File: config.mk
export PLATFORM = sky130hd
export DESIGN_NAME = fus_top
export DESIGN_NICKNAME = d
export VERILOG_FILES = /design/src/hdl/fus_pkg.sv /design/src/hdl/fus_exec_if.sv /design/src/hdl/fus_exec.sv /design/src/hdl/fus_top.sv
export SDC_FILE = /design/constraint.sdc
export NUM_CORES = 1
export LEC_CHECK = 0
export CAP_MARGIN = 15
export CORE_ASPECT_RATIO = 0.9
export CORE_MARGIN = 5
export CORE_UTILIZATION = 32
export CTS_CLUSTER_SIZE = 40
export DETAILED_ROUTE_END_ITERATION = 10
export DONT_BUFFER_PORTS = 1
export PLACE_DENSITY = 0.54
export SYNTH_ARGS = -nofsm -noshare
export SYNTH_HDL_FRONTEND = slang
export SYNTH_SLANG_ARGS = --single-unit
File: constraint.sdc
create_clock -name clk -period 2 [get_ports clk]
set_input_delay 0.2 -clock clk [delete_from_list [all_inputs] [get_ports clk]]
set_output_delay 0.2 -clock clk [all_outputs]
set_load 0.005 [all_outputs]
File: src/hdl/fus_pkg.sv
/*
  Shared constants for the flash unsecure and backdoor key command block:
  register offsets, field positions, command codes, key blank patterns and bus responses.
  Assumes a 32-bit AXI4-Lite register bus with byte addresses.
*/
package fus_pkg;

  // ==========================================================
  // register byte offsets
  localparam logic [7:0] ADDR_STATUS = 8'h00;
  localparam logic [7:0] ADDR_INDEX = 8'h04;
  localparam logic [7:0] ADDR_CMDWORD = 8'h08;
  localparam logic [7:0] ADDR_SECURITY = 8'h0C;
  localparam logic [7:0] ADDR_IRQ_STAT = 8'h10;
  localparam logic [7:0] ADDR_IRQ_CLR = 8'h14;
  localparam logic [7:0] ADDR_IRQ_EN = 8'h18;

  // ==========================================================
  // flash status register bit positions
  localparam int ST_CMD_DONE = 7;
  localparam int ST_ACC_ERR = 5;
  localparam int ST_PROT_VIOL = 4;
  localparam int ST_VERIFY_ERR = 1;
  localparam int ST_VERIFY_UNCORR = 0;

  // ==========================================================
  // security register fields
  localparam int SEC_STATE_LO = 0;
  localparam int KEY_EN_LO = 6;
  localparam int KEY_LOCK_BIT = 8;
  localparam logic [1:0] SEC_UNSECURED = 2'h2;
  localparam logic [1:0] KEY_EN_ON = 2'h2;

  // ==========================================================
  // command words and codes
  localparam int NUM_WORDS = 5;
  localparam logic [7:0] CMD_UNSECURE = 8'h0B;
  localparam logic [7:0] CMD_KEY_CHECK = 8'h0C;
  localparam logic [2:0] IDX_UNSECURE = 3'h0;
  localparam logic [2:0] IDX_KEY_CHECK = 3'h4;
  localparam logic [15:0] KEY_BLANK_LO = 16'h0000;
  localparam logic [15:0] KEY_BLANK_HI = 16'hFFFF;

  // ==========================================================
  // interrupt status layout and bus responses
  localparam int IRQ_W = 3;
  localparam int IRQ_DONE = 0;
  localparam int IRQ_ERROR = 1;
  localparam int IRQ_UNSEC = 2;
  localparam logic [1:0] RESP_OKAY = 2'h0;
  localparam logic [1:0] RESP_SLVERR = 2'h2;

endpackage

File: src/hdl/fus_exec_if.sv
/*
  Interface between the command front end and the executor.
  Assumes both ends share one clock; results are valid with done.
*/
`timescale 1ns/1ps
interface fus_exec_if;
  logic start;
  logic [7:0] cmd;
  logic [63:0] keys;
  logic done;
  logic verify_fail;
  logic verify_uncorr;
  logic key_match;

  modport ctl (output start, output cmd, output keys,
               input done, input verify_fail, input verify_uncorr, input key_match);
  modport exe (input start, input cmd, input keys,
               output done, output verify_fail, output verify_uncorr, output key_match);
endinterface

File: src/hdl/fus_exec.sv
/*
  Command executor: runs erase then verify for the unsecure command and
  the key comparison for the backdoor check.
  Assumes the array answers erase and verify requests with done pulses.
*/
`timescale 1ns/1ps
module fus_exec
  import fus_pkg::*;
(
  input wire clk,
  input wire resetn,
  fus_exec_if.exe ex,
  output logic erase_req,
  input wire erase_done,
  output logic verify_req,
  input wire verify_done,
  input wire verify_blank,
  input wire verify_uncorr,
  input wire [63:0] stored_keys,
  output logic array_read_block
);

  typedef enum logic [1:0] {X_IDLE, X_ERASE, X_VERIFY, X_KEY} fus_xstate_e;

  typedef struct packed {
    fus_xstate_e st;
    logic done;
    logic vfail;
    logic vuncorr;
    logic match;
  } fus_exec_s;

  fus_exec_s q;
  fus_exec_s d;

  // keys pass only if equal and no stored key is a blank pattern
  function automatic logic keys_ok(input logic [63:0] given, input logic [63:0] stored);
    logic ok;
    ok = (given == stored);
    for (int i = 0; i < 4; i++) begin
      if (stored[i*16 +: 16] == KEY_BLANK_LO || stored[i*16 +: 16] == KEY_BLANK_HI) begin
        ok = 1'b0;
      end
    end
    return ok;
  endfunction

  // ==========================================================
  // sequencing
  always_comb begin
    d = q;
    d.done = 1'b0;
    case (q.st)
      X_IDLE: begin
        if (ex.start) begin
          if (ex.cmd == CMD_UNSECURE) begin
            d.st = X_ERASE;
          end else if (ex.cmd == CMD_KEY_CHECK) begin
            d.st = X_KEY;
          end else begin
            d.done = 1'b1;
          end
        end
      end
      X_ERASE: begin
        if (erase_done) begin
          d.st = X_VERIFY;
        end
      end
      X_VERIFY: begin
        if (verify_done) begin
          d.vfail = !verify_blank;
          d.vuncorr = verify_uncorr;
          d.done = 1'b1;
          d.st = X_IDLE;
        end
      end
      X_KEY: begin
        d.match = keys_ok(ex.keys, stored_keys);
        d.done = 1'b1;
        d.st = X_IDLE;
      end
      default: begin
        d.st = X_IDLE;
      end
    endcase
    if (!resetn) begin
      d = '0;
    end
  end

  always_ff @(posedge clk) begin
    q <= d;
  end

  // handshake levels straight from state
  assign erase_req = (q.st == X_ERASE);
  assign verify_req = (q.st == X_VERIFY);
  assign array_read_block = (q.st == X_KEY);
  assign ex.done = q.done;
  assign ex.verify_fail = q.vfail;
  assign ex.verify_uncorr = q.vuncorr;
  assign ex.key_match = q.match;
endmodule

File: src/hdl/fus_top.sv
/*
  Flash security command sequencer with an AXI4-Lite register slave:
  command words, status flags, security state and an interrupt.
  Assumes the array, protection and mode inputs are synchronous to clk
  and that the security byte strap is stable at reset release.
*/
// Functional notes
// - code 0x0B plus done-flag clear launches unsecure
// - unsecure erases whole array then verifies it
// - blank verify releases security at end
// - failed verify sets error, security kept
// - done flag returns when operation finishes
// - word index other than 0 (unsecure) or 4 (key check) at launch: access error
// - command barred in mode: access error
// - any protected area at unsecure launch: protection violation
// - uncorrectable read during verify sets flag
// - key check needs key enable field on
// - matching keys release security
// - key success forces state field to 10
// - wrong key locks checks until reset
// - array reads invalid during key check
`timescale 1ns/1ps
module fus_top
  import fus_pkg::*;
(
  input wire clk,
  input wire resetn,
  input wire [7:0] s_axi_awaddr,
  input wire s_axi_awvalid,
  output logic s_axi_awready,
  input wire [31:0] s_axi_wdata,
  input wire [3:0] s_axi_wstrb,
  input wire s_axi_wvalid,
  output logic s_axi_wready,
  output logic [1:0] s_axi_bresp,
  output logic s_axi_bvalid,
  input wire s_axi_bready,
  input wire [7:0] s_axi_araddr,
  input wire s_axi_arvalid,
  output logic s_axi_arready,
  output logic [31:0] s_axi_rdata,
  output logic [1:0] s_axi_rresp,
  output logic s_axi_rvalid,
  input wire s_axi_rready,
  output logic irq,
  input wire [7:0] sec_byte_in,
  input wire cmd_allowed,
  input wire protect_any,
  input wire [63:0] stored_keys,
  output logic erase_req,
  input wire erase_done,
  output logic verify_req,
  input wire verify_done,
  input wire verify_blank,
  input wire verify_uncorr,
  output logic array_read_block,
  output logic [1:0] security_state,
  output logic cmd_busy
);

  typedef struct packed {
    logic aw_got;
    logic [7:0] aw_addr;
    logic w_got;
    logic [31:0] w_data;
    logic [3:0] w_strb;
    logic bvalid;
    logic [1:0] bresp;
    logic rvalid;
    logic [31:0] rdata;
    logic [1:0] rresp;
    logic cmd_complete_flag;
    logic access_error_flag;
    logic protect_violation_flag;
    logic verify_error_flag;
    logic verify_uncorrectable_flag;
    logic [2:0] cmd_word_index;
    logic [NUM_WORDS-1:0][15:0] cmd_word_array;
    logic [1:0] security_state_field;
    logic [1:0] key_enable_field;
    logic sec_loaded;
    logic key_lock;
    logic busy;
    logic start;
    logic [IRQ_W-1:0] irq_st;
    logic [IRQ_W-1:0] irq_en;
  } fus_regs_s;

  fus_regs_s q;
  fus_regs_s d;

  fus_exec_if ex_if ();

  logic do_wr;
  logic launch;
  logic [7:0] cur_cmd;
  logic err_acc;
  logic err_prot;
  logic [IRQ_W-1:0] irq_set;
  logic [IRQ_W-1:0] irq_clr;

  // byte-lane merge of a 16-bit command word
  function automatic logic [15:0] merge16(input logic [15:0] old, input logic [31:0] data,
                                          input logic [3:0] strb);
    return {strb[1] ? data[15:8] : old[15:8], strb[0] ? data[7:0] : old[7:0]};
  endfunction

  // ==========================================================
  // executor
  fus_exec u_exec (
    .clk(clk),
    .resetn(resetn),
    .ex(ex_if.exe),
    .erase_req(erase_req),
    .erase_done(erase_done),
    .verify_req(verify_req),
    .verify_done(verify_done),
    .verify_blank(verify_blank),
    .verify_uncorr(verify_uncorr),
    .stored_keys(stored_keys),
    .array_read_block(array_read_block)
  );

  assign ex_if.start = q.start;
  assign ex_if.cmd = q.cmd_word_array[0][7:0];
  assign ex_if.keys = {q.cmd_word_array[4], q.cmd_word_array[3], q.cmd_word_array[2], q.cmd_word_array[1]};

  // ==========================================================
  // bus, launch checks, completion and interrupt state
  always_comb begin
    d = q;
    do_wr = 1'b0;
    launch = 1'b0;
    err_acc = 1'b0;
    err_prot = 1'b0;
    irq_set = '0;
    irq_clr = '0;
    cur_cmd = q.cmd_word_array[0][7:0];
    d.start = 1'b0;

    // strap capture one cycle after reset release, never under reset
    if (!q.sec_loaded) begin
      d.security_state_field = sec_byte_in[SEC_STATE_LO +: 2];
      d.key_enable_field = sec_byte_in[KEY_EN_LO +: 2];
      d.sec_loaded = 1'b1;
    end

    // response retire
    if (q.bvalid && s_axi_bready) begin
      d.bvalid = 1'b0;
    end
    if (q.rvalid && s_axi_rready) begin
      d.rvalid = 1'b0;
    end

    // address and data are latched independently, in either order
    if (s_axi_awvalid && s_axi_awready) begin
      d.aw_got = 1'b1;
      d.aw_addr = s_axi_awaddr;
    end
    if (s_axi_wvalid && s_axi_wready) begin
      d.w_got = 1'b1;
      d.w_data = s_axi_wdata;
      d.w_strb = s_axi_wstrb;
    end

    // read mux, answered in the cycle after the address is taken
    if (s_axi_arvalid && s_axi_arready) begin
      d.rvalid = 1'b1;
      d.rresp = RESP_OKAY;
      d.rdata = '0;
      case (s_axi_araddr)
        ADDR_STATUS: begin
          d.rdata[ST_CMD_DONE] = q.cmd_complete_flag;
          d.rdata[ST_ACC_ERR] = q.access_error_flag;
          d.rdata[ST_PROT_VIOL] = q.protect_violation_flag;
          d.rdata[ST_VERIFY_ERR] = q.verify_error_flag;
          d.rdata[ST_VERIFY_UNCORR] = q.verify_uncorrectable_flag;
        end
        ADDR_INDEX: d.rdata[2:0] = q.cmd_word_index;
        ADDR_CMDWORD: begin
          if (q.cmd_word_index < NUM_WORDS) begin
            d.rdata[15:0] = q.cmd_word_array[q.cmd_word_index];
          end
        end
        ADDR_SECURITY: begin
          d.rdata[SEC_STATE_LO +: 2] = q.security_state_field;
          d.rdata[KEY_EN_LO +: 2] = q.key_enable_field;
          d.rdata[KEY_LOCK_BIT] = q.key_lock;
        end
        ADDR_IRQ_STAT: d.rdata[IRQ_W-1:0] = q.irq_st;
        ADDR_IRQ_CLR: d.rdata = '0;
        ADDR_IRQ_EN: d.rdata[IRQ_W-1:0] = q.irq_en;
        default: d.rresp = RESP_SLVERR;
      endcase
    end

    // write execution once both halves are held
    if (q.aw_got && q.w_got && !q.bvalid) begin
      do_wr = 1'b1;
      d.aw_got = 1'b0;
      d.w_got = 1'b0;
      d.bvalid = 1'b1;
      d.bresp = RESP_OKAY;
      // flash registers ignore writes while busy; host keeps off them anyway
      case (q.aw_addr)
        ADDR_STATUS: begin
          if (!q.busy && q.w_strb[0]) begin
            if (q.w_data[ST_ACC_ERR]) begin
              d.access_error_flag = 1'b0;
            end
            if (q.w_data[ST_PROT_VIOL]) begin
              d.protect_violation_flag = 1'b0;
            end
            launch = q.w_data[ST_CMD_DONE] && q.cmd_complete_flag && q.sec_loaded;
          end
        end
        ADDR_INDEX: begin
          if (!q.busy && q.w_strb[0]) begin
            d.cmd_word_index = q.w_data[2:0];
          end
        end
        ADDR_CMDWORD: begin
          if (!q.busy && q.cmd_word_index < NUM_WORDS) begin
            d.cmd_word_array[q.cmd_word_index] = merge16(q.cmd_word_array[q.cmd_word_index], q.w_data, q.w_strb);
          end
        end
        ADDR_SECURITY: d.bresp = RESP_OKAY;
        ADDR_IRQ_STAT: d.bresp = RESP_OKAY;
        ADDR_IRQ_CLR: begin
          if (q.w_strb[0]) begin
            irq_clr = q.w_data[IRQ_W-1:0];
          end
        end
        ADDR_IRQ_EN: begin
          if (q.w_strb[0]) begin
            d.irq_en = q.w_data[IRQ_W-1:0];
          end
        end
        default: d.bresp = RESP_SLVERR;
      endcase
    end

    // launch checks; flags set after the clear above so a set wins
    if (launch) begin
      case (cur_cmd)
        CMD_UNSECURE: begin
          err_acc = (q.cmd_word_index != IDX_UNSECURE) || !cmd_allowed;
          err_prot = protect_any;
        end
        CMD_KEY_CHECK: begin
          err_acc = (q.cmd_word_index != IDX_KEY_CHECK) || !cmd_allowed
                    || (q.key_enable_field != KEY_EN_ON) || q.key_lock;
        end
        default: err_acc = 1'b1;
      endcase
      if (err_acc || err_prot) begin
        // done flag never drops, nothing reaches the executor
        d.access_error_flag = q.access_error_flag || err_acc;
        d.protect_violation_flag = q.protect_violation_flag || err_prot;
        irq_set[IRQ_DONE] = 1'b1;
        irq_set[IRQ_ERROR] = 1'b1;
      end else begin
        d.cmd_complete_flag = 1'b0;
        d.busy = 1'b1;
        d.start = 1'b1;
        d.verify_error_flag = 1'b0;
        d.verify_uncorrectable_flag = 1'b0;
      end
    end

    // completion from the executor
    if (ex_if.done && q.busy) begin
      d.cmd_complete_flag = 1'b1;
      d.busy = 1'b0;
      irq_set[IRQ_DONE] = 1'b1;
      if (cur_cmd == CMD_UNSECURE) begin
        d.verify_error_flag = ex_if.verify_fail;
        d.verify_uncorrectable_flag = ex_if.verify_uncorr;
        if (!ex_if.verify_fail) begin
          d.security_state_field = SEC_UNSECURED;
          irq_set[IRQ_UNSEC] = 1'b1;
        end else begin
          irq_set[IRQ_ERROR] = 1'b1;
        end
      end else if (ex_if.key_match) begin
        // stored security byte is untouched, only the live field moves
        d.security_state_field = SEC_UNSECURED;
        irq_set[IRQ_UNSEC] = 1'b1;
      end else begin
        d.key_lock = 1'b1;
        irq_set[IRQ_ERROR] = 1'b1;
      end
    end

    // sticky interrupt status, a simultaneous event beats the clear
    d.irq_st = (q.irq_st & ~irq_clr) | irq_set;

    if (!resetn) begin
      d = '0;
      d.cmd_complete_flag = 1'b1;
    end
  end

  always_ff @(posedge clk) begin
    q <= d;
  end

  // ==========================================================
  // outputs
  assign s_axi_awready = !q.aw_got && !q.bvalid;
  assign s_axi_wready = !q.w_got && !q.bvalid;
  assign s_axi_bvalid = q.bvalid;
  assign s_axi_bresp = q.bresp;
  assign s_axi_arready = !q.rvalid;
  assign s_axi_rvalid = q.rvalid;
  assign s_axi_rdata = q.rdata;
  assign s_axi_rresp = q.rresp;
  assign irq = |(q.irq_st & q.irq_en);
  assign security_state = q.security_state_field;
  assign cmd_busy = q.busy;
endmodule

Word-level counts from Yosys, hierarchy flattened:

Cells that the tools add are included.
W data, S select, Z words.

* register bits: 158
* latch bits: 0
* bits in writable memories: 0
* bits in read-only memories: 0
* input bits: 137
* word-level logic and storage cells: 198
* memories kept: 0

* add/sub/neg operators: 0
* $mul: 0
* div/mod/pow operators: 0
* order comparisons: 3
* equality and inequality tests: 28
* shifts and indexed selects: 0
* multiplexer cells: 69
* bitwise gates (word level): 8
* reductions and logical operators: 56

Operator list (count)
* $bwmux W80: 1
* $eq A16 B16 Y1 const B: 4
* $eq A64 B64 Y1: 1
* $logic_not A16 Y1: 4
* $bmux W16 S3: 1
* $demux W16 S3: 1
* $eq A8 B4 Y1 const B: 6
* $eq A8 B5 Y1 const B: 6
* $mux W16: 3
* $mux W2: 19
* $mux W35: 1
* $mux W1: 22
* $mux W3: 6
* $eq A8 B3 Y1 const B: 2
* $logic_not A8 Y1: 2
* $mux W8: 2
* $logic_and A1 B1 Y1: 15
* $reduce_or A7 Y1: 2
* $pmux W2 S6: 1
* $reduce_and A3 Y1: 4
* $logic_or A1 B1 Y1: 11
* $mux W5: 2
* $pmux W2 S4: 1
* $logic_not A1 Y1: 7
* 26 further kinds: 40

Longest topological paths before layout:

Gate-level depths: netlist of run 1.

* depth after elaboration: 13
* mapped depth: 10

Cells and area by module:

From an unflattened synthesis of run 1, not the netlist that was laid out.

* cell total of the unflattened synthesis: 1065
* area, all modules: 8861.0 um2

Modules (own cells, without submodules)
* fus_top: instances 1, cells an instance 888, area each 7533.5 um2, seq. area each 3002.9 um2
* fus_exec: instances 1, cells an instance 177, area each 1327.5 um2, seq. area each 120.1 um2

Least setup slack after synthesis of run 1:

Ideal clock, no wire load.

* path kind: reg-to-reg
* start: register q[178] in the netlist's numbering
* end: register q, in the netlist ex_if.keys[22]
* setup time: 0.067 ns
* data arrival time: 2.087 ns
* data required time: 1.933 ns
* slack: -0.154 ns
* stages on the path, launching flop included: 8
* buffers on the path: 2
* period minus slack after synthesis: 2.154 ns
* cells stage by stage: dfxtp_1 -> or4_4 -> nor3_4 -> nand3_4 -> or4_1 -> buf_2 -> buf_6 -> o21ai_2

* word-level cells in the longest chain between the ends: 2

RTL lines
* from (decl): line fus_top.sv:89 `fus_regs_s q;`
* from (signal assigned): line fus_top.sv:306 `q <= d;`
* $eq A8 B4 Y1: line fus_top.sv:206 `case (q.aw_addr)`
* $reduce_and A3 Y1 (no source line)

No other way between the ends.
A chain may end at the register's enable or synchronous reset.

Final worst setup path of run 1:

* start: register q[178] in the netlist's numbering
* end: register q, in the netlist ex_if.keys[5]

The elaborated chain is that of the path after synthesis.

==> results.txt, run 1 <==
CP Cell Sequence = or4_4 -> nor3_4 -> nand3_4 -> buf_6 -> nor3_4 -> buf_6 -> nand2b_4 -> buf_6 -> o21ai_1
antenna violations before repair = 1
critical path depth = 9
crit path DAT = 2490 ps
Seq/Total Area, Yosys = 40.1%
HP Class = in2reg
Req. time, crit path = 2360 ps
most used cell, CP = buf_6
Root Buffer = clkbuf_16
CTS tree = yes
total power = 0.00691 W
DP Cell Count = 1240
fin nets = 1151
vias = 7351
max_cap viols = 0
Worst VDD drop = 0.428 mV
Post-Syn Area = 7790 sq um
post-synth cell types = 67
failing checks = setup timing
Post-Syn Area per Cell = 8.36 sq um
FF/Latch Area = 3130 sq um
vias in the first global route = 6868
non-filler cells, final = 1335
Site Rows = 54
Max Slew Vio Count = 0
antenna fix cells = 0
proportion of layout cells with a drive suffix above 1 = 22.2%
final wirelength = 28500 um
GPL Wtd Cong = 0.891
worst r2r path cells = 9
Crit path max-delay family = simple AND/OR/NAND/NOR gates
IO Pins = 185
die area = 27600 sq um
area of the multi-input gates = 4490 sq um
Worst-Margin Slew = 774 ps
Max Buffers Root-to-Sink = 2
Lkg Pwr = 3.68 nW
most frequent cells in the layout = nand2_1, dfxtp_1, buf_4
Fin. Hold Viols = 0
first-pass GRT wire length = 41700 um
CP max stage cell = or4_4
Main synth FF type = dfxtp_1
vias per inst = 5.51
fmax = 470 MHz
hold depth = 2
shortest period the worst path allows = 2130 ps
critical path class = reg2reg
RSZ-0062 raised after global routing = true
final worst-path cycle share = 106%
area growth from synthesis to layout = 27.3%
synthesized flop and latch total = 156
count of flip-flops with a built-in enable after synthesis = 0
clk sinks = 156
Fillers = 2415
setup TNS = -5570 ps
ys async rst share = 0%
fin worst setup slack = -128 ps
First DRT Iteration DRCs = 550
Core Box Area = 24100 sq um
Worst setup EP type = register
gr usage total = 19.7%
worst-skew pair later-pin latency = 430 ps
CP Max Fanout = 7
TritonRoute pass-1 iters = 7
largest net degree at the start of global routing = 57
DIE WIDTH = 174 um
Buf/Inv on CP = 3
initial core utilization = 32.3%
htree depth = 4
run status = finished with violations
final setup violation count = 85
GRT Residual Overflow = 0
Max-slew headroom = 47.0%
final design utilization = 41.1%
PwrDens = 697 nW/um^2
CP Launch Type = register
Synth Instances = 931
skew final = 9.05 ps
Wirelength per Cell = 21.4 um
Port Buffer Count = 0
commonest non-fill, non-tap cell in the layout = nand2_1
Yosys Warn Count = 0
Crit path largest cell delay = 550 ps
Die H = 158 um
Clk pin slew, worst setup/hold paths = 70 ps
Num CTS Buffers = 17
Final ANT Viol Nets = 0
drt drc = 0
DP Wirelength = 20900 um
worst paths after layout:
check                                    start                end  slack, ps
worst min register to register          q[184]             q[184]        450
worst max-delay path                    q[178]      ex_if.keys[5]       -130
worst min-delay path            sec_byte_in[1]  security_state[1]         10
worst max register to register          q[178]      ex_if.keys[5]       -130
flip-flops by register name, summed over array words and instances, names as in the netlist, 2 cells and up:
signal	cells
cur_cmd	8
ex_if.keys	64
q	54
s_axi_rdata	16
security_state	2
u_exec.q	2
synthesized netlist by cell type, drive strengths merged (2+ instances only):
cell type / instances / area, sq um
nor2: 45 / 169
or4: 6 / 48.8
dfxtp: 156 / 3120
nor2b: 7 / 43.8
o22ai: 21 / 131
and3b: 2 / 17.5
nor4: 31 / 194
mux4: 6 / 135
a222oi: 2 / 20.0
a211oi: 2 / 15.0
and2: 6 / 37.5
o21a: 3 / 22.5
and4: 3 / 27.5
a221oi: 5 / 43.8
mux2i: 36 / 360
and3: 5 / 32.5
a22oi: 20 / 150
nand2: 165 / 619
nand3b: 3 / 22.5
nand4: 31 / 194
inv: 25 / 93.8
o22a: 3 / 26.3
a31oi: 4 / 25.0
xnor2: 2 / 17.5
o31a: 5 / 48.8
nand3: 13 / 77.6
a32oi: 4 / 35.0
mux2: 9 / 101
o21ai: 100 / 538
a22o: 2 / 17.5
nand2b: 5 / 31.3
a21oi: 44 / 220
xor2: 49 / 429
buf: 56 / 387
nor3: 6 / 46.3
a21boi: 2 / 15.0
clkbuf: 29 / 119
or2: 2 / 12.5
through the flow:
stage	hold WS, ps	cell area (sq um)	worst slack [ps]
after floorplan	228	7880	-140
after global placement	231	8300	-128
after detailed placement	231	8300	-154
after CTS	0.768	9570	-143
after global routing	2.79	9910	-223
final	11.9	9910	-128
where the power goes:
part	switching, W	leakage (nW)	total, W	internal [W]
combinational	0.000271	2.14	0.000487	0.000217
clock	0.00153	0.282	0.00320	0.00167
sequential	0.0000644	1.26	0.00323	0.00316
repair_timing:
item | 4_1_cts | 5_1_grt
pin swaps | 17 | 30
setup buffers | 7 | 7
endpoints found under the hold margin | 54 | 0
resized for setup | 68 | 80
setup endpoints to repair | 86 | 91
cloned | 7 | 2
hold buffers | 41 | 0
cell type report:
class / count / share of cell area [%]
multi-input combinational: 686 / 45.3
sequential: 156 / 31.5
timing repair buffer: 128 / 12.5
clock buffer: 17 / 4.29
tap: 308 / 3.89
clock inverter: 15 / 1.46
inverter: 25 / 0.946
routing by layer:
layer | up-vias | routed length [um] | global-route usage (%)
met5 | - | 7 | 0
met3 | 64 | 2290 | 5.32
met2 | 333 | 13000 | 31.8
met4 | 2 | 972 | 6.78
li1 | 3474 | - | -
met1 | 3478 | 12300 | 25.7
worst register-to-register path: cells and delay by family (launching register included):
family	cells	cell delay, ps
simple gates	5	1160
buf+inv	3	460
compound gates	1	120
flops	1	320
logic make-up after synthesis:
kind of cell / after synthesis / share of synthesized area (%)
buffers and inverters: 110 / 7.70
other: 1 / 0.0482
AND/OR/NAND/NOR: 336 / 20.9
flip-flops: 156 / 40.1
XOR/XNOR: 51 / 5.74
multiplexers: 51 / 7.67
AO/OA/AOI/OAI: 226 / 17.9
No activity file was read; power rests on OpenSTA's default activity.
==> inputs of run 2 (changes only) <==
--- a/config.mk
+++ b/config.mk
@@ -8,11 +8,11 @@
 export CAP_MARGIN = 15
 export CORE_ASPECT_RATIO = 0.9
 export CORE_MARGIN = 5
-export CORE_UTILIZATION = 32
+export CORE_UTILIZATION = 57
 export CTS_CLUSTER_SIZE = 40
 export DETAILED_ROUTE_END_ITERATION = 10
 export DONT_BUFFER_PORTS = 1
-export PLACE_DENSITY = 0.54
+export PLACE_DENSITY = 0.82
 export SYNTH_ARGS = -nofsm -noshare
 export SYNTH_HDL_FRONTEND = slang
 export SYNTH_SLANG_ARGS = --single-unit
==> run 2 against run 1 <==
- largest cell class unchanged
- the run still ends with setup timing left
- clock-buffer cell count increased by 2
- first-iteration DRC count up 110%
- wire length down 3.0%
- sequential share of layout area increased by 1.5 points
==> results.txt, run 2 (same netlist as run 1, synthesis figures left out) <==
worst-skew pair later-pin latency = 430 ps
shortest period the worst path allows = 2270 ps
CP Launch Type = register
CP Cell Sequence = or4_4 -> nor3_4 -> nand3_4 -> buf_4 -> o31a_4 -> nand2_1 -> o21ai_1
worst hold slack = 12.5 ps
TritonRoute pass-1 iters = 7
commonest non-fill, non-tap cell in the layout = nand2_1
Worst-Margin Slew = 734 ps
antenna fix cells = 0
Num CTS Buffers = 17
skew final = 13.1 ps
Buf/Inv on CP = 1
DP Cell Count = 1081
First DRT Iteration DRCs = 1138
clk sinks = 156
area growth from synthesis to layout = 21.4%
CP max stage cell = or4_4
largest net degree at the start of global routing = 57
HP Class = in2reg
GPL Wtd Cong = 1.00
gr usage total = 31.8%
Largest register FFs = 64
Cell Int Power = 0.00565 W
crit path DAT = 2560 ps
met2 usage = 51.6%
Crit path max-delay family = simple AND/OR/NAND/NOR gates
CP Max Fanout = 8
final design utilization = 70.7%
Crit path largest cell delay = 560 ps
die area = 16100 sq um
met3 Resource Use GR = 8.42%
fin nets = 1116
failing checks = setup timing
Fillers = 954
Worst VDD drop = 0.700 mV
Wirelength per Cell = 23.9 um
proportion of layout cells with a drive suffix above 1 = 19.8%
Core Box Area = 13400 sq um
Req. time, crit path = 2290 ps
vias in the first global route = 7165
Lkg Pwr = 3.50 nW
most frequent cells in the layout = nand2_1, dfxtp_1, xor2_1
RSZ-0062 raised after global routing = true
vias = 7778
DIE WIDTH = 133 um
vias per inst = 6.71
Worst setup EP type = register
Root Buffer = clkbuf_16
Fin. Hold Viols = 0
non-filler cells, final = 1160
Sw Ratio = 23.1%
GRT Residual Overflow = 0
PwrDens = 778 nW/um^2
fmax = 441 MHz
IO Pins = 185
Site Rows = 40
Seq pwr share = 44.0%
CTS tree = yes
Port Buffer Count = 0
antenna violations before repair = 0
Max-slew headroom = 50.9%
GRT met1 Usage = 40.7%
run status = finished with violations
drt drc = 0
switching pwr = 0.00170 W
final wirelength = 27700 um
critical path class = reg2reg
htree depth = 4
Die H = 121 um
final setup violation count = 84
Logic pwr share = 6.4%
final worst-path cycle share = 113%
initial core utilization = 58.3%
Max Buffers Root-to-Sink = 2
DP Wirelength = 18200 um
first-pass GRT wire length = 40200 um
Most Crowded Layer GR = met2
Max Slew Vio Count = 0
pre-CTS WS = -143 ps
Final ANT Viol Nets = 0
max_cap viols = 0
Clk pin slew, worst setup/hold paths = 60 ps
clock share of power = 49.6%
fin worst setup slack = -269 ps
-- run 2: cell type report --
cell class              count  area, sq um  share of cell area [%]
clock buffers              19          453                    4.79
multi-input cells         683         4430                    46.8
repair buffers             96          932                    9.86
well taps                 168          210                    2.22
inverters                  25         93.8                   0.993
clock inverters            13          211                    2.24
flip-flops and latches    156         3130                    33.1
-- run 2: what timing repair did --
action	4_1_cts	5_1_grt
gates resized for setup	53	78
pin swaps	7	42
hold buffers	41	0
gates cloned	1	2
setup endpoints to repair	79	95
endpoints found under the hold margin	54	0
setup buffers	1	3
-- run 2: through the flow --
step,setup TNS [ps],total power (W),instance area [sq um]
final,-11130,0.00736,9450
after global routing,-18500,0.00752,9450
after CTS,-1960,0.00728,9150
after detailed placement,-5650,0.00365,7970
after global placement,-3320,0.00364,7970
after floorplan,-5210,0.00360,7880
-- run 2: layer usage --
metal  up-vias  share of wire [%]  routed length [um]
li1       3381                  -                   -
met1      3628                 38               10400
met2       625                 45               12600
met3       144                 12                3350
met4         0                4.7                1310
met5         -                  0                   0
-- run 2: worst register-to-register path: cells and delay by family, from the launching register on --
| kind | cells | cell delay (ps) |
|---|---|---|
| and+or+nand+nor | 4 | 1090 |
| DFF | 1 | 320 |
| AOI/OAI and AO/OA | 2 | 550 |
| buffers and inverters | 1 | 170 |
-- run 2: final timing paths --
kind | slack [ps] | from | endpoint | cells after the start
setup / recovery | -270 | q[178] | q[29] | 7
hold / removal | 10 | sec_byte_in[1] | security_state[1] | 2
setup reg to reg | -270 | q[178] | q[29] | 7
hold reg to reg | 450 | q[24] | q[24] | 2
-- run 2: power by group through the flow --
stage | registers (W) | logic [W] | clock network, W
after floorplan | 0.00327 | 0.000335 | 0
after global placement | 0.00329 | 0.000348 | 0
after detailed placement | 0.00330 | 0.000353 | 0
after CTS | 0.00323 | 0.000436 | 0.00362
after global routing | 0.00324 | 0.000504 | 0.00378
final | 0.00324 | 0.000472 | 0.00365
==> inputs of run 3 (changes only) <==
--- a/config.mk
+++ b/config.mk
@@ -6,9 +6,11 @@
 export NUM_CORES = 1
 export LEC_CHECK = 0
 export CAP_MARGIN = 15
+export CELL_PAD_IN_SITES_DETAIL_PLACEMENT = 1
+export CELL_PAD_IN_SITES_GLOBAL_PLACEMENT = 1
 export CORE_ASPECT_RATIO = 0.9
 export CORE_MARGIN = 5
-export CORE_UTILIZATION = 57
+export CORE_UTILIZATION = 42
 export CTS_CLUSTER_SIZE = 40
 export DETAILED_ROUTE_END_ITERATION = 10
 export DONT_BUFFER_PORTS = 1
==> run 3 against run 2 <==
- the run still ends with setup timing left
- highest routed layer unchanged
- sequential cell count unchanged
- critical path type unchanged
- largest power group is now sequential cells
- via count down 1.1%
- clock skew down 3.3 ps
==> results.txt, run 3 (same netlist as run 1, synthesis figures left out) <==
RSZ-0062 raised after global routing = true
max_cap viols = 0
fin nets = 1129
GPL Wtd Cong = 0.986
vias per inst = 6.15
Fin. Hold Viols = 0
final worst-path cycle share = 112%
Worst-Margin Slew = 787 ps
Die H = 139 um
initial core utilization = 42.6%
CP Launch Type = register
run status = finished with violations
Crit Reg-Reg Endpoint = ex_if.keys[54]
clk sinks = 156
Logic pwr share = 7.3%
fmax = 445 MHz
drt drc = 0
worst-skew pair later-pin latency = 440 ps
Lkg Pwr = 3.51 nW
TritonRoute pass-1 iters = 6
CP Max Fanout = 8
die area = 21400 sq um
critical path depth = 7
Seq pwr share = 46.8%
final design utilization = 52.3%
skew final = 9.81 ps
hold path startpoint = sec_byte_in[1]
Largest register FFs = 64
largest net degree at the start of global routing = 57
Core Box Area = 18300 sq um
CP endpoint = ex_if.keys[54]
Crit path largest cell delay = 550 ps
most frequent cells in the layout = nand2_1, dfxtp_1, buf_4
Worst setup EP type = register
clock share of power = 45.9%
commonest non-fill, non-tap cell in the layout = nand2_1
Max Slew Vio Count = 0
Clk pin slew, worst setup/hold paths = 70 ps
PwrDens = 721 nW/um^2
pre-CTS WS = -174 ps
Port Buffer Count = 0
Max-slew headroom = 46.1%
first-pass GRT wire length = 45400 um
DP Wirelength = 21400 um
final setup violation count = 86
Fillers = 2113
vias in the first global route = 7616
Worst R2R Setup Slack = -250 ps
gr usage total = 27.2%
DIE WIDTH = 154 um
Root Buffer = clkbuf_16
IO Pins = 185
setup TNS = -12040 ps
Num CTS Buffers = 17
Crit path max-delay family = simple AND/OR/NAND/NOR gates
Final ANT Viol Nets = 0
Worst VDD drop = 0.578 mV
switching pwr = 0.00179 W
area of the multi-input gates = 4450 sq um
area growth from synthesis to layout = 22.9%
shortest period the worst path allows = 2250 ps
crit path DAT = 2590 ps
fin worst setup slack = -248 ps
CTS tree = yes
HP Class = in2reg
final wirelength = 31200 um
worst r2r path cells = 7
Wirelength per Cell = 24.9 um
Req. time, crit path = 2340 ps
Site Rows = 47
Max Buffers Root-to-Sink = 2
vias = 7692
worst reg2reg path startpoint = q[182]
antenna violations before repair = 0
FF/Latch Area = 3140 sq um
most used cell, CP = buf_4
CP max stage cell = or4_4
antenna fix cells = 0
Buf/Inv on CP = 2
failing checks = setup timing
proportion of layout cells with a drive suffix above 1 = 20.8%
htree depth = 4
Cell Int Power = 0.00511 W
critical path class = reg2reg
First DRT Iteration DRCs = 864
Sw Ratio = 26.0%
CP Cell Sequence = or4_4 -> nor3_4 -> buf_4 -> nand3_4 -> or3_4 -> buf_4 -> o21ai_0
CP startpoint = q[182]
GRT Residual Overflow = 0
run 3: per-stage QoR:
step	power [W]	cell area, sq um	instances	hold WS (ps)
after global placement	0.00366	8140	1166	231
after CTS	0.00689	9280	1244	5.91
final	0.00690	9570	1250	20.3
after global routing	0.00711	9570	1250	20.6
after detailed placement	0.00368	8140	1166	233
after floorplan	0.00360	7880	948	228
run 3: final cells by class:
| cell class | count | area share, % |
|---|---|---|
| tap | 245 | 3.20 |
| clock buffer | 17 | 4.45 |
| sequential | 156 | 32.8 |
| inverter | 25 | 0.981 |
| clock inverter | 15 | 1.44 |
| multi-input combinational | 685 | 46.6 |
| timing repair buffer | 107 | 10.6 |
run 3: power groups by stage:
| stage | combinational, W | sequential (W) | clock [W] |
|---|---|---|---|
| finish | 0.000502 | 0.00323 | 0.00317 |
| global route | 0.000542 | 0.00323 | 0.00333 |
| CTS | 0.000477 | 0.00323 | 0.00318 |
| detailed placement | 0.000382 | 0.00330 | 0 |
| global placement | 0.000372 | 0.00329 | 0 |
| floorplan | 0.000335 | 0.00327 | 0 |
run 3: timing repair:
| action | 4_1_cts | 5_1_grt |
|---|---|---|
| hold buffers | 41 | 0 |
| pin swaps | 29 | 41 |
| resized for setup | 43 | 95 |
| gates cloned | 3 | 1 |
| buffers inserted | 3 | 6 |
| setup endpoints to repair | 88 | 101 |
| hold endpoints to repair | 54 | 0 |
run 3: how the worst min path moves through the flow:
stage,slack (ps),to,depth (start not counted)
final,20,security_state[1],2
after global routing,20,security_state[1],2
after CTS,6,security_state[1],2
after detailed placement,230,q[9],0
after global placement,230,q[9],0
after floorplan,230,q[9],0
run 3: layer usage:
layer	track usage (%)	vias up	share of wire, %
met4	10.5	0	4.0
met5	0	-	0
met3	5.90	95	7.6
met1	34.7	3795	40
met2	44.9	390	49
li1	-	3412	-
